<file path="src/drive_limit_pkg.sv">
// Purpose: Shared constants, types and helpers for the drive limit block
// Assumes: Frequency in 0.1 Hz, current in 0.1 A, feedback in 0.001 units
// Notes:   Feedback values are two's complement, 32 bits
package drive_limit_pkg;

  localparam int FREQ_W = 16;
  localparam int CUR_W  = 16;
  localparam int FB_W   = 32;
  localparam int NWARN  = 6;

  // Register byte offsets
  localparam logic [7:0] OFS_CTRL     = 8'h00;
  localparam logic [7:0] OFS_ROUTE    = 8'h04;
  localparam logic [7:0] OFS_CUR_LO   = 8'h08;
  localparam logic [7:0] OFS_CUR_HI   = 8'h0C;
  localparam logic [7:0] OFS_FRQ_LO   = 8'h10;
  localparam logic [7:0] OFS_FRQ_HI   = 8'h14;
  localparam logic [7:0] OFS_FB_LO    = 8'h18;
  localparam logic [7:0] OFS_FB_HI    = 8'h1C;
  localparam logic [7:0] OFS_BYP_BW   = 8'h20;
  localparam logic [7:0] OFS_BYP_F1   = 8'h24;
  localparam logic [7:0] OFS_BYP_F2   = 8'h28;
  localparam logic [7:0] OFS_STATUS   = 8'h2C;
  localparam logic [7:0] OFS_IRQ_STAT = 8'h30;
  localparam logic [7:0] OFS_IRQ_MASK = 8'h34;

  // Field positions
  localparam int ROUTE_RELAY_LSB = 8;
  localparam int STATUS_ARM_BIT  = 8;

  // Limits and reset values
  localparam logic [FREQ_W-1:0] FRQ_MAX_NARROW = 16'h0528; // 132.0 Hz
  localparam logic [FREQ_W-1:0] FRQ_MAX_WIDE   = 16'h2710; // 1000.0 Hz
  localparam logic [FREQ_W-1:0] FRQ_HI_RST     = 16'h0528; // 132.0 Hz
  localparam logic [FREQ_W-1:0] BYP_BW_MAX     = 16'h03E8; // 100.0 Hz
  localparam logic [FREQ_W-1:0] BYP_F_MAX      = 16'h2710; // 1000.0 Hz
  localparam logic [FB_W-1:0]   FEEDBACK_RANGE_MIN_LIM     = 32'hFA0A_1F00; // -100000.000
  localparam logic [FB_W-1:0]   FEEDBACK_RANGE_MAX_LIM     = 32'h05F5_E100; // 100000.000
  localparam logic [FB_W-1:0]   FB_LO_RST      = 32'hFFC2_F700; // -4000.000
  localparam logic [FB_W-1:0]   FB_HI_RST      = 32'h003D_0900; // 4000.000
  localparam logic [1:0]        RANGE_WIDE_MIN = 2'h2;

  typedef enum logic [1:0] {ST_STOPPED, ST_RAMPING, ST_ARMED} arm_state_t;

  // Measured drive quantities
  typedef struct packed {
    logic                run;
    logic [CUR_W-1:0]    current;
    logic [FREQ_W-1:0]   out_freq;
    logic [FREQ_W-1:0]   ref_freq;
    logic [FREQ_W-1:0]   demand_freq;
    logic [FB_W-1:0]     feedback;
  } drive_meas_t;

  // Byte-lane merge of a write
  function automatic logic [31:0] lane_merge(input logic [31:0] old,
                                             input logic [31:0] dat,
                                             input logic [3:0]  sel);
    logic [31:0] r;
    r = old;
    for (int i = 0; i < 4; i++) begin
      if (sel[i]) begin
        r[i*8 +: 8] = dat[i*8 +: 8];
      end
    end
    return r;
  endfunction

  // Unsigned clamp
  function automatic logic [31:0] clamp_u(input logic [31:0] v,
                                          input logic [31:0] lo,
                                          input logic [31:0] hi);
    return (v < lo) ? lo : ((v > hi) ? hi : v);
  endfunction

  // Signed values mapped to unsigned order
  function automatic logic [31:0] s2u(input logic [31:0] v);
    return {~v[31], v[30:0]};
  endfunction

  // Move a frequency out of one avoided band to its nearest edge
  function automatic logic [FREQ_W-1:0] avoid(input logic [FREQ_W-1:0] f,
                                              input logic [FREQ_W-1:0] c,
                                              input logic [FREQ_W-1:0] bw);
    logic [FREQ_W-1:0] half;
    logic [FREQ_W-1:0] lo;
    logic [FREQ_W:0]   hi;
    half = bw >> 1;
    lo   = (c > half) ? c - half : '0;
    hi   = {1'b0, c} + {1'b0, half};
    if (bw == '0 || f < lo || {1'b0, f} > hi) begin
      return f;
    end
    if (f < c) begin
      return lo;
    end
    return hi[FREQ_W] ? '1 : hi[FREQ_W-1:0];
  endfunction

endpackage

</file>
<file path="src/limit_window.sv">
// Purpose: Window comparator, flags a value below or above its limits
// Assumes: Unsigned operands; signed ones are pre-mapped by the caller
// Notes:   Purely combinational
`timescale 1ns/1ps
`default_nettype none
module limit_window #(
  parameter int W = 16
) (
  input  wire logic [W-1:0] value_i,
  input  wire logic [W-1:0] lo_i,
  input  wire logic [W-1:0] hi_i,
  output logic              below_o,
  output logic              above_o
);

  if (W < 1) begin : g_chk
    $error("limit_window: W must be at least 1");
  end

  // Strict comparisons against both limits
  assign below_o = value_i < lo_i;
  assign above_o = value_i > hi_i;

endmodule // limit_window
`default_nettype wire

</file>
<file path="src/drive_limit_warning_and_bypass.sv">
// Purpose: Limit warnings, warning routing and frequency bypass of a drive
// Assumes: Classic Wishbone slave, one clock, synchronous reset
// Notes:   Warnings are blanked until output frequency meets reference
//
// Overview of operation
// - Warn high current when output current exceeds upper current limit.
// - Warn low current when current is below lower limit, default zero.
// - Warn low frequency when output frequency is below lower limit.
// - Warn high frequency when output frequency exceeds upper limit.
// - Warn low feedback when feedback is below lower feedback limit.
// - Warn high feedback when feedback exceeds upper feedback limit.
// - Suppress all warnings during ramp-up, after stop, and while stopped.
// - Arm comparators once output frequency reaches the resulting reference.
// - Any warning may be routed to digital output and relay.
// - Upper frequency limit spans lower limit to 132 or 1000 Hz by range.
// - Upper feedback limit spans lower limit to 100000, default 4000.
// - Bypass bandwidth spans 0 to 100 Hz; zero disables bypass.
// - Bandwidth is centred on each bypass frequency to form bands.
// - Two bypass frequencies, each 0 to 1000 Hz, default 0 Hz.
//
// The implementer's own choices: register access over Wishbone and the placing of the registers.
`timescale 1ns/1ps
`default_nettype none
module drive_limit_warning_and_bypass
  import drive_limit_pkg::*;
#(
  parameter logic [CUR_W-1:0] CUR_HI_RST = 16'hFFFF
) (
  input  wire logic              clk_i,
  input  wire logic              rst_i,
  input  wire logic              wb_cyc_i,
  input  wire logic              wb_stb_i,
  input  wire logic              wb_we_i,
  input  wire logic [7:0]        wb_adr_i,
  input  wire logic [3:0]        wb_sel_i,
  input  wire logic [31:0]       wb_dat_i,
  output logic [31:0]            wb_dat_o,
  output logic                   wb_ack_o,
  input  wire logic              run_i,
  input  wire logic [CUR_W-1:0]  current_i,
  input  wire logic [FREQ_W-1:0] out_freq_i,
  input  wire logic [FREQ_W-1:0] ref_freq_i,
  input  wire logic [FREQ_W-1:0] demand_freq_i,
  input  wire logic [FB_W-1:0]   feedback_i,
  output logic [NWARN-1:0]       warn_o,
  output logic                   digital_out_o,
  output logic                   relay_o,
  output logic [FREQ_W-1:0]      bypass_freq_o,
  output logic                   irq_o
);

  // ----------------------------------------------------------------
  // Elaboration checks
  // ----------------------------------------------------------------
  // Register words hold limits of up to 16 bits and 32-bit feedback
  if (CUR_W > 16 || FREQ_W > 16 || FB_W != 32) begin : g_width_chk
    $error("drive_limit_warning_and_bypass: unsupported field widths");
  end

  // ----------------------------------------------------------------
  // State
  // ----------------------------------------------------------------
  typedef struct packed {
    // Arming and range select
    arm_state_t          arm;
    logic                run_q;
    logic [1:0]          freq_range;
    // Warning routing masks
    logic [NWARN-1:0]    route_dout;
    logic [NWARN-1:0]    route_relay;
    // Programmed window limits
    logic [CUR_W-1:0]    cur_lo;
    logic [CUR_W-1:0]    cur_hi;
    logic [FREQ_W-1:0]   frq_lo;
    logic [FREQ_W-1:0]   frq_hi;
    logic [FB_W-1:0]     fb_lo;
    logic [FB_W-1:0]     fb_hi;
    // Avoided bands
    logic [FREQ_W-1:0]   byp_bw;
    logic [FREQ_W-1:0]   byp_f1;
    logic [FREQ_W-1:0]   byp_f2;
    // Warnings and interrupt
    logic [NWARN-1:0]    warn;
    logic [NWARN-1:0]    irq_stat;
    logic [NWARN-1:0]    irq_mask;
    logic                irq;
    // Registered outputs and bus answer
    logic                dout;
    logic                relay;
    logic [FREQ_W-1:0]   byp_out;
    logic                ack;
    logic [31:0]         rdat;
  } state_t;

  state_t      st_r;
  state_t      st_nxt;
  drive_meas_t meas;

  logic cur_below;
  logic cur_above;
  logic frq_below;
  logic frq_above;
  logic fb_below;
  logic fb_above;

  // ----------------------------------------------------------------
  // Comparators
  // ----------------------------------------------------------------
  // Gather drive inputs
  assign meas = '{run: run_i, current: current_i, out_freq: out_freq_i,
                  ref_freq: ref_freq_i, demand_freq: demand_freq_i,
                  feedback: feedback_i};

  // Output current window
  limit_window #(.W(CUR_W)) u_cur (
    .value_i (meas.current),
    .lo_i    (st_r.cur_lo),
    .hi_i    (st_r.cur_hi),
    .below_o (cur_below),
    .above_o (cur_above)
  );

  // Output frequency window
  limit_window #(.W(FREQ_W)) u_frq (
    .value_i (meas.out_freq),
    .lo_i    (st_r.frq_lo),
    .hi_i    (st_r.frq_hi),
    .below_o (frq_below),
    .above_o (frq_above)
  );

  // Feedback is signed; compare in offset order
  limit_window #(.W(FB_W)) u_fb (
    .value_i (s2u(meas.feedback)),
    .lo_i    (s2u(st_r.fb_lo)),
    .hi_i    (s2u(st_r.fb_hi)),
    .below_o (fb_below),
    .above_o (fb_above)
  );

  // ----------------------------------------------------------------
  // Next state
  // ----------------------------------------------------------------
  always_comb begin
    logic              req;
    logic              wr;
    logic [31:0]       cur;
    logic [31:0]       mrg;
    logic [FREQ_W-1:0] fmax;
    logic [NWARN-1:0]  wnxt;
    logic [NWARN-1:0]  clr;
    logic [FREQ_W-1:0] f;
    // A request is taken only while no answer stands
    req    = wb_cyc_i && wb_stb_i && !st_r.ack;
    wr     = req && wb_we_i;
    cur    = '0;
    mrg    = '0;
    fmax   = '0;
    wnxt   = '0;
    clr    = '0;
    f      = '0;
    st_nxt = st_r;

    // Arming sequence: stop blanks, ramp waits for reference
    st_nxt.run_q = meas.run;
    unique case (st_r.arm)
      // Idle until a start command
      ST_STOPPED: begin
        if (meas.run) begin
          st_nxt.arm = ST_RAMPING;
        end
      end
      // Blanked until output meets reference
      ST_RAMPING: begin
        if (!meas.run) begin
          st_nxt.arm = ST_STOPPED;
        end else if (meas.out_freq == meas.ref_freq) begin
          st_nxt.arm = ST_ARMED;
        end
      end
      // Comparators live until stop
      ST_ARMED: begin
        if (!meas.run) begin
          st_nxt.arm = ST_STOPPED;
        end else if (!st_r.run_q) begin
          st_nxt.arm = ST_RAMPING;
        end
      end
    endcase

    // Warnings only while armed
    if (st_r.arm == ST_ARMED && meas.run) begin
      wnxt[0] = cur_above;
      wnxt[1] = cur_below;
      wnxt[2] = frq_below;
      wnxt[3] = frq_above;
      wnxt[4] = fb_below;
      wnxt[5] = fb_above;
    end
    // Routed outputs follow the same warning word
    st_nxt.warn  = wnxt;
    st_nxt.dout  = |(wnxt & st_r.route_dout);
    st_nxt.relay = |(wnxt & st_r.route_relay);

    // Frequency bypass through both bands
    f = avoid(meas.demand_freq, st_r.byp_f1, st_r.byp_bw);
    // Band two acts on the result of band one
    f = avoid(f, st_r.byp_f2, st_r.byp_bw);
    st_nxt.byp_out = f;

    // Bus read mux
    unique case (wb_adr_i)
      OFS_CTRL:     cur = {30'h0, st_r.freq_range};
      OFS_ROUTE:    cur = {18'h0, st_r.route_relay, 2'h0, st_r.route_dout};
      OFS_CUR_LO:   cur = {16'h0, st_r.cur_lo};
      OFS_CUR_HI:   cur = {16'h0, st_r.cur_hi};
      OFS_FRQ_LO:   cur = {16'h0, st_r.frq_lo};
      OFS_FRQ_HI:   cur = {16'h0, st_r.frq_hi};
      OFS_FB_LO:    cur = st_r.fb_lo;
      OFS_FB_HI:    cur = st_r.fb_hi;
      OFS_BYP_BW:   cur = {16'h0, st_r.byp_bw};
      OFS_BYP_F1:   cur = {16'h0, st_r.byp_f1};
      OFS_BYP_F2:   cur = {16'h0, st_r.byp_f2};
      OFS_STATUS:   cur = {23'h0, st_r.arm == ST_ARMED, 2'h0, st_r.warn};
      OFS_IRQ_STAT: cur = {26'h0, st_r.irq_stat};
      OFS_IRQ_MASK: cur = {26'h0, st_r.irq_mask};
      // Unmapped offsets read as zero
      default:      cur = '0;
    endcase
    // Partial writes merge into the current value
    mrg = lane_merge(cur, wb_dat_i, wb_sel_i);
    fmax = (st_r.freq_range >= RANGE_WIDE_MIN) ? FRQ_MAX_WIDE : FRQ_MAX_NARROW;

    // Register writes, limits clamped to their legal spans
    if (wr) begin
      unique case (wb_adr_i)
        // Range select; narrowing pulls the upper limit down
        OFS_CTRL: begin
          st_nxt.freq_range = mrg[1:0];
          st_nxt.frq_hi = (mrg[1:0] >= RANGE_WIDE_MIN || st_r.frq_hi <= FRQ_MAX_NARROW)
                        ? st_r.frq_hi : FRQ_MAX_NARROW;
        end
        // Digital output and relay masks
        OFS_ROUTE: begin
          st_nxt.route_dout  = mrg[NWARN-1:0];
          st_nxt.route_relay = mrg[ROUTE_RELAY_LSB +: NWARN];
        end
        // Lower current limit, up to the upper one
        OFS_CUR_LO: begin
          st_nxt.cur_lo = CUR_W'(clamp_u({16'h0, mrg[CUR_W-1:0]}, '0,
                                         {16'h0, st_r.cur_hi}));
        end
        // Upper current limit, from lower limit to ceiling
        OFS_CUR_HI: begin
          st_nxt.cur_hi = CUR_W'(clamp_u({16'h0, mrg[CUR_W-1:0]},
                                         {16'h0, st_r.cur_lo},
                                         {16'h0, CUR_HI_RST}));
        end
        // Lower frequency limit, up to the upper one
        OFS_FRQ_LO: begin
          st_nxt.frq_lo = FREQ_W'(clamp_u({16'h0, mrg[FREQ_W-1:0]}, '0,
                                          {16'h0, st_r.frq_hi}));
        end
        // Upper frequency limit, ceiling set by range
        OFS_FRQ_HI: begin
          st_nxt.frq_hi = FREQ_W'(clamp_u({16'h0, mrg[FREQ_W-1:0]},
                                          {16'h0, st_r.frq_lo},
                                          {16'h0, fmax}));
        end
        // Lower feedback limit, signed order
        OFS_FB_LO: begin
          st_nxt.fb_lo = s2u(clamp_u(s2u(mrg), s2u(FEEDBACK_RANGE_MIN_LIM),
                                     s2u(st_r.fb_hi)));
        end
        // Upper feedback limit, signed order
        OFS_FB_HI: begin
          st_nxt.fb_hi = s2u(clamp_u(s2u(mrg), s2u(st_r.fb_lo),
                                     s2u(FEEDBACK_RANGE_MAX_LIM)));
        end
        // Band width; zero turns bypass off
        OFS_BYP_BW: begin
          st_nxt.byp_bw = FREQ_W'(clamp_u({16'h0, mrg[FREQ_W-1:0]}, '0,
                                          {16'h0, BYP_BW_MAX}));
        end
        // First band centre
        OFS_BYP_F1: begin
          st_nxt.byp_f1 = FREQ_W'(clamp_u({16'h0, mrg[FREQ_W-1:0]}, '0,
                                          {16'h0, BYP_F_MAX}));
        end
        // Second band centre
        OFS_BYP_F2: begin
          st_nxt.byp_f2 = FREQ_W'(clamp_u({16'h0, mrg[FREQ_W-1:0]}, '0,
                                          {16'h0, BYP_F_MAX}));
        end
        // Write one to clear a sticky event
        OFS_IRQ_STAT: clr = mrg[NWARN-1:0] & wb_dat_i[NWARN-1:0];
        // Interrupt enables
        OFS_IRQ_MASK: st_nxt.irq_mask = mrg[NWARN-1:0];
        default: ;
      endcase
    end

    // Sticky events on warning rise; a new event beats the clear
    st_nxt.irq_stat = (st_r.irq_stat & ~clr) | (wnxt & ~st_r.warn);
    // Level interrupt from masked status
    st_nxt.irq      = |(st_nxt.irq_stat & st_nxt.irq_mask);

    // One-cycle acknowledge with registered read data
    st_nxt.ack  = req;
    st_nxt.rdat = (req && !wb_we_i) ? cur : '0;
  end

  // ----------------------------------------------------------------
  // Registers
  // ----------------------------------------------------------------
  // Defaults after reset
  always_ff @(posedge clk_i) begin
    if (rst_i) begin
      // Fields not named below reset to zero
      st_r             <= '0;
      st_r.arm         <= ST_STOPPED;
      st_r.cur_hi      <= CUR_HI_RST;
      st_r.frq_hi      <= FRQ_HI_RST;
      st_r.fb_lo       <= FB_LO_RST;
      st_r.fb_hi       <= FB_HI_RST;
    end else begin
      st_r <= st_nxt;
    end
  end

  // ----------------------------------------------------------------
  // Outputs
  // ----------------------------------------------------------------
  // All straight from state flops
  assign wb_dat_o      = st_r.rdat;
  assign wb_ack_o      = st_r.ack;
  assign warn_o        = st_r.warn;
  assign digital_out_o = st_r.dout;
  assign relay_o       = st_r.relay;
  assign bypass_freq_o = st_r.byp_out;
  assign irq_o         = st_r.irq;

endmodule // drive_limit_warning_and_bypass
`default_nettype wire

</file>
<file path="config.mk">
export PLATFORM = sky130hd
export DESIGN_NAME = drive_limit_warning_and_bypass
export DESIGN_NICKNAME = d
export VERILOG_FILES = /design/src/drive_limit_pkg.sv /design/src/limit_window.sv /design/src/drive_limit_warning_and_bypass.sv
export SDC_FILE = /design/constraint.sdc
export NUM_CORES = 1
export LEC_CHECK = 0
export ABC_AREA = 1
export BUFFER_PORTS_ARGS = -buffer_cell sky130_fd_sc_hd__buf_2
export CAP_MARGIN = 25
export CORE_UTILIZATION = 30
export CTS_BUF_LIST = sky130_fd_sc_hd__clkbuf_8
export DETAILED_ROUTE_END_ITERATION = 7
export GPL_TIMING_DRIVEN = 0
export PLACE_DENSITY = 0.49
export SYNTH_ARGS = -nofsm -noshare
export SYNTH_HDL_FRONTEND = slang
export SYNTH_SLANG_ARGS = --single-unit
</file>
<file path="constraint.sdc">
create_clock -name clk_i -period 8.5 [get_ports clk_i]
set_input_delay 1.7 -clock clk_i [delete_from_list [all_inputs] [get_ports clk_i]]
set_output_delay 1.7 -clock clk_i [all_outputs]
set_load 0.03 [all_outputs]
</file>
==> impl_metrics.yaml <==
route:
  num_vias: 27410
  wl_per_cell_um: 22.43
  ant_nets: 0
  viasPerCell: 5.360
  drc_errors: 0
  first_iter_violations: 2763
  drt-total-wl_um: 114700
  first_pass_iters: 7
placement:
  dp_hpwl_um: 92120
  placed_cell_area_mm2: 0.02740
  place_congestion: 1.011
  place_ws_ns: 0.1662
  port-buffer-count: 202
synthesis:
  yosysWarnings: 0
  seq_area_frac_synth_pct: 21.13
  synth_seq_cells: 263
  synth_flop_cell: "dfxtp_1"
  synth_compound_area_share_pct: 21.75
  synth_edf_count: 0
  synth_top_area_share_pct: 21.13
  synthTopCellsByArea: "dfxtp_1 21%, ha_1 21%, nand2_1 11%"
  muxShareOfSynthArea_pct: 0
  synth_most_common_cell: "nand2_1"
  synth_nets: 4288
  yosysTopAreaCell: "dfxtp_1"
  synth-xor-area-share_pct: 1.792
  yosys.area_share.simple_pct: 22.54
  synth.distinct_cells: 53
  synth_top_family_by_area: "simple AND/OR/NAND/NOR gates"
  netlist_instances: 3728
  synth_common_cells: "739 x nand2_1, 501 x inv_1, 412 x a21oi_1, 410 x ha_1, 263 x dfxtp_1"
  syn_area_mm2: 0.02492
  synth.avg_cell_area_um2: 6.685
  synthArstFlopShare_pct: 0
  synthAdderAreaFrac_pct: 20.91
worst_setup_path:
  end_kind: "flop"
  worst_ep_required_time_ns: 9.04
  endpoint: "st_r[165]$_SDFFE_PP1P_"
  r2r_end: "bypass_freq_o[11]$_SDFF_PP0_"
  cp-startpoint: "wb_adr_i[0]"
  regToRegSetupSlack_ns: 0.86
  crit_type: "input pin to flop"
  cp_data_arrival_time_ns: 8.71
  cp-start-kind: "input pin"
  r2r.worst_path.cells: 45
  reg2reg_from: "st_r[107]$_SDFFE_PP0P_"
  worstPathMaxFanout: 10
global_route:
  grt_overflow: 0
  grt_util_all_layers_pct: 26.38
  grt_pass1_vias: 25210
  grt_max_degree: 16
  antenna_found_initial: 4
  grt_pass1_wl_um: 166100
flow_run:
  drv_cap: 0
floorplanning:
  io_pins: 204
  coreArea_mm2: 0.08211
  die_h_um: 290.2
  dieArea_mm2: 0.08422
  fp.dieW_um: 290.2
  rows: 105
  initial_core_util_pct: 30.35
timing:
  worst_clock_skew_ns: 0.02261
  period_share_pct: 96.09
  max_slew.worst_pin.slew_ns: 1.209
  period_minus_slack_ns: 8.168
  clock.fmax_mhz: 122.4
  fin_ws_ns: 0.3321
  slew_viol_final: 0
  setup_viol: 0
  slew_headroom_pct: 18.56
  hold_viol: 0
outcome:
  status: "finished, final reports clean"
power_and_ir_drop:
  power.leakage_nw: 13.68
  power.density_mw_per_mm2: 119.2
  power_mw: 3.416
  ir_worst_vdd_uv: 96.95
cells_and_area:
  multiInputGateArea_mm2: 0.01672
  drive_above_1_share_pct: 11.21
  stdcell_area_mm2: 0.02866
  register_area_mm2: 0.005266
  fillers: 9075
  syn_to_final_growth_pct: 15.01
  nets: 4558
clock_tree:
  clk_latency_ns: 0.68
  cts-root-buf: "clkbuf_8"
  cts_buffers: 55
  clock_sinks: 263
  clockBufferDepth: 3
  cts_max_level: 2
  cts_tree: "done"
  clkSlewWorstSetupHoldPaths_ns: 0.06
min_path:
  hold_class: "flop to flop"
[cell families after synthesis]
group / count (synthesis)
xor gates and xnor gates: 51
DFF: 263
AOI/OAI and AO/OA: 951
buffers and inverters: 712
and+or+nand+nor: 1337
adders and majority gates: 414
[how the worst min path moves through the flow]
stage | cells past startpoint | slack, ns | end | start
3_3_place_gp | 2 | 0.45 | st_r[163]$_SDFFE_PP1P_ | st_r[163]$_SDFFE_PP1P_
5_1_grt | 2 | 0.48 | st_r[145]$_SDFFE_PP0P_ | st_r[145]$_SDFFE_PP0P_
2_1_floorplan | 2 | 0.43 | relay_o$_SDFF_PP0_ | st_r[250]$_SDFFE_PP0P_
6_report | 2 | 0.47 | st_r[148]$_SDFFE_PP0P_ | st_r[148]$_SDFFE_PP0P_
3_5_place_dp | 2 | 0.46 | st_r[154]$_SDFFE_PP0P_ | st_r[154]$_SDFFE_PP0P_
4_1_cts | 2 | 0.47 | st_r[154]$_SDFFE_PP0P_ | st_r[154]$_SDFFE_PP0P_
[placed cells by master, fill, tap and decap left out, types with 6 or more instances in the layout]
| master | netlist | layout |
|---|---|---|
| nand2_1 | 739 | 739 |
| a31oi_1 | 25 | 25 |
| inv_1 | 501 | 509 |
| o21ai_0 | 252 | 249 |
| clkbuf_1 | 97 | 94 |
| nand4_1 | 54 | 54 |
| ha_1 | 410 | 410 |
| buf_1 | 8 | 8 |
| nand3_1 | 179 | 179 |
| nor2_1 | 258 | 257 |
| a21oi_1 | 412 | 412 |
| xor2_1 | 36 | 36 |
| a221oi_1 | 9 | 9 |
| inv_2 | 11 | 11 |
| buf_2 | 24 | 228 |
| o21a_1 | 9 | 9 |
| a22o_1 | 14 | 14 |
| o21bai_1 | 13 | 13 |
| o2111ai_1 | 17 | 17 |
| xnor2_1 | 15 | 15 |
| o221ai_1 | 12 | 12 |
| nor3_1 | 51 | 51 |
| a211oi_1 | 16 | 16 |
| o21ai_2 | 7 | 9 |
| o21ai_1 | 31 | 32 |
| nor4_1 | 21 | 21 |
| buf_4 | 63 | 67 |
| or2_2 | 11 | 11 |
| o211ai_1 | 51 | 51 |
| o22ai_1 | 49 | 49 |
| o31ai_1 | 11 | 11 |
| clkbuf_8 | 0 | 70 |
| nand2_2 | 6 | 6 |
| clkinv_2 | 0 | 16 |
| dfxtp_1 | 263 | 262 |
[timing repair]
item | in CTS | in global routing
setup endpoints to repair | 0 | 16
hold buffers | 0 | 0
buffers inserted | 0 | 2
resized for setup | 0 | 10
[sequential cells by signal, summed over array words and instances (netlist names)]
register,flops
st_r,205
bypass_freq_o,16
digital_out_o,1
warn_o,6
relay_o,1
wb_dat_o,32
wb_ack_o,1
irq_o,1
[report_power, final]
part	switching [mW]	total, mW	internal, mW	leakage, nW
logic	0.439	0.639	0.200	10.9
registers	0.00556	1.25	1.24	2.13
clock network	0.666	1.53	0.862	0.675
[worst max-delay path, stage by stage]
cell and delay, ns:
buf_2 0.07, inv_1 0.03, nand2_1 0.31, nor3_2 0.15, nand2_2 0.11, clkbuf_1 0.77
o22ai_1 0.28, a21oi_1 0.34, nand3_1 0.25, nand2_1 0.11, o21a_1 0.36, clkbuf_1 0.81
inv_1 0.75, ha_1 0.53, a21oi_1 0.15, o21ai_0 0.09, nand4_1 0.07, o2111ai_1 0.15
nand2_1 0.10, nand2_1 0.05, nand2_1 0.10, clkbuf_1 0.41, clkbuf_1 0.52, nand2_1 0.21
o21ai_0 0.13, o21ai_0 0.11
[area by class of cell]
| class | count | share of cell area, % |
|---|---|---|
| Buffer | 193 | 3.545 |
| Sequential cell | 263 | 18.38 |
| Inverter | 517 | 6.784 |
| Multi-Input combinational cell | 2753 | 58.33 |
| Clock inverter | 31 | 0.8731 |
| Tap cell | 1070 | 4.671 |
| Clock buffer | 70 | 3.362 |
| Antenna cell | 3 | 0.02619 |
| Timing Repair Buffer | 215 | 4.038 |
[per-stage QoR]
step / TNS [ns] / hold WS [ns] / cells / utilization, %
2_1_floorplan: 0 / 0.4260 / 3728 / -
6_report: 0 / 0.4656 / 5115 / 34.90
5_1_grt: -0.004128 / 0.4788 / 5114 / 34.90
3_3_place_gp: -7.200 / 0.4509 / 5000 / 33.21
3_5_place_dp: 0 / 0.4566 / 5009 / 33.37
4_1_cts: 0 / 0.4653 / 5110 / 34.85
[metal layers]
metal | vias to the layer above | GRT usage [%] | part of all wire, %
met5 | - | 0 | 0.015
met3 | 253 | 4.872 | 8.5
li1 | 13160 | - | -
met1 | 12700 | 36.32 | 45
met4 | 2 | 11.08 | 4.6
met2 | 1299 | 40.10 | 42
Power figures use the tool's default switching activity.
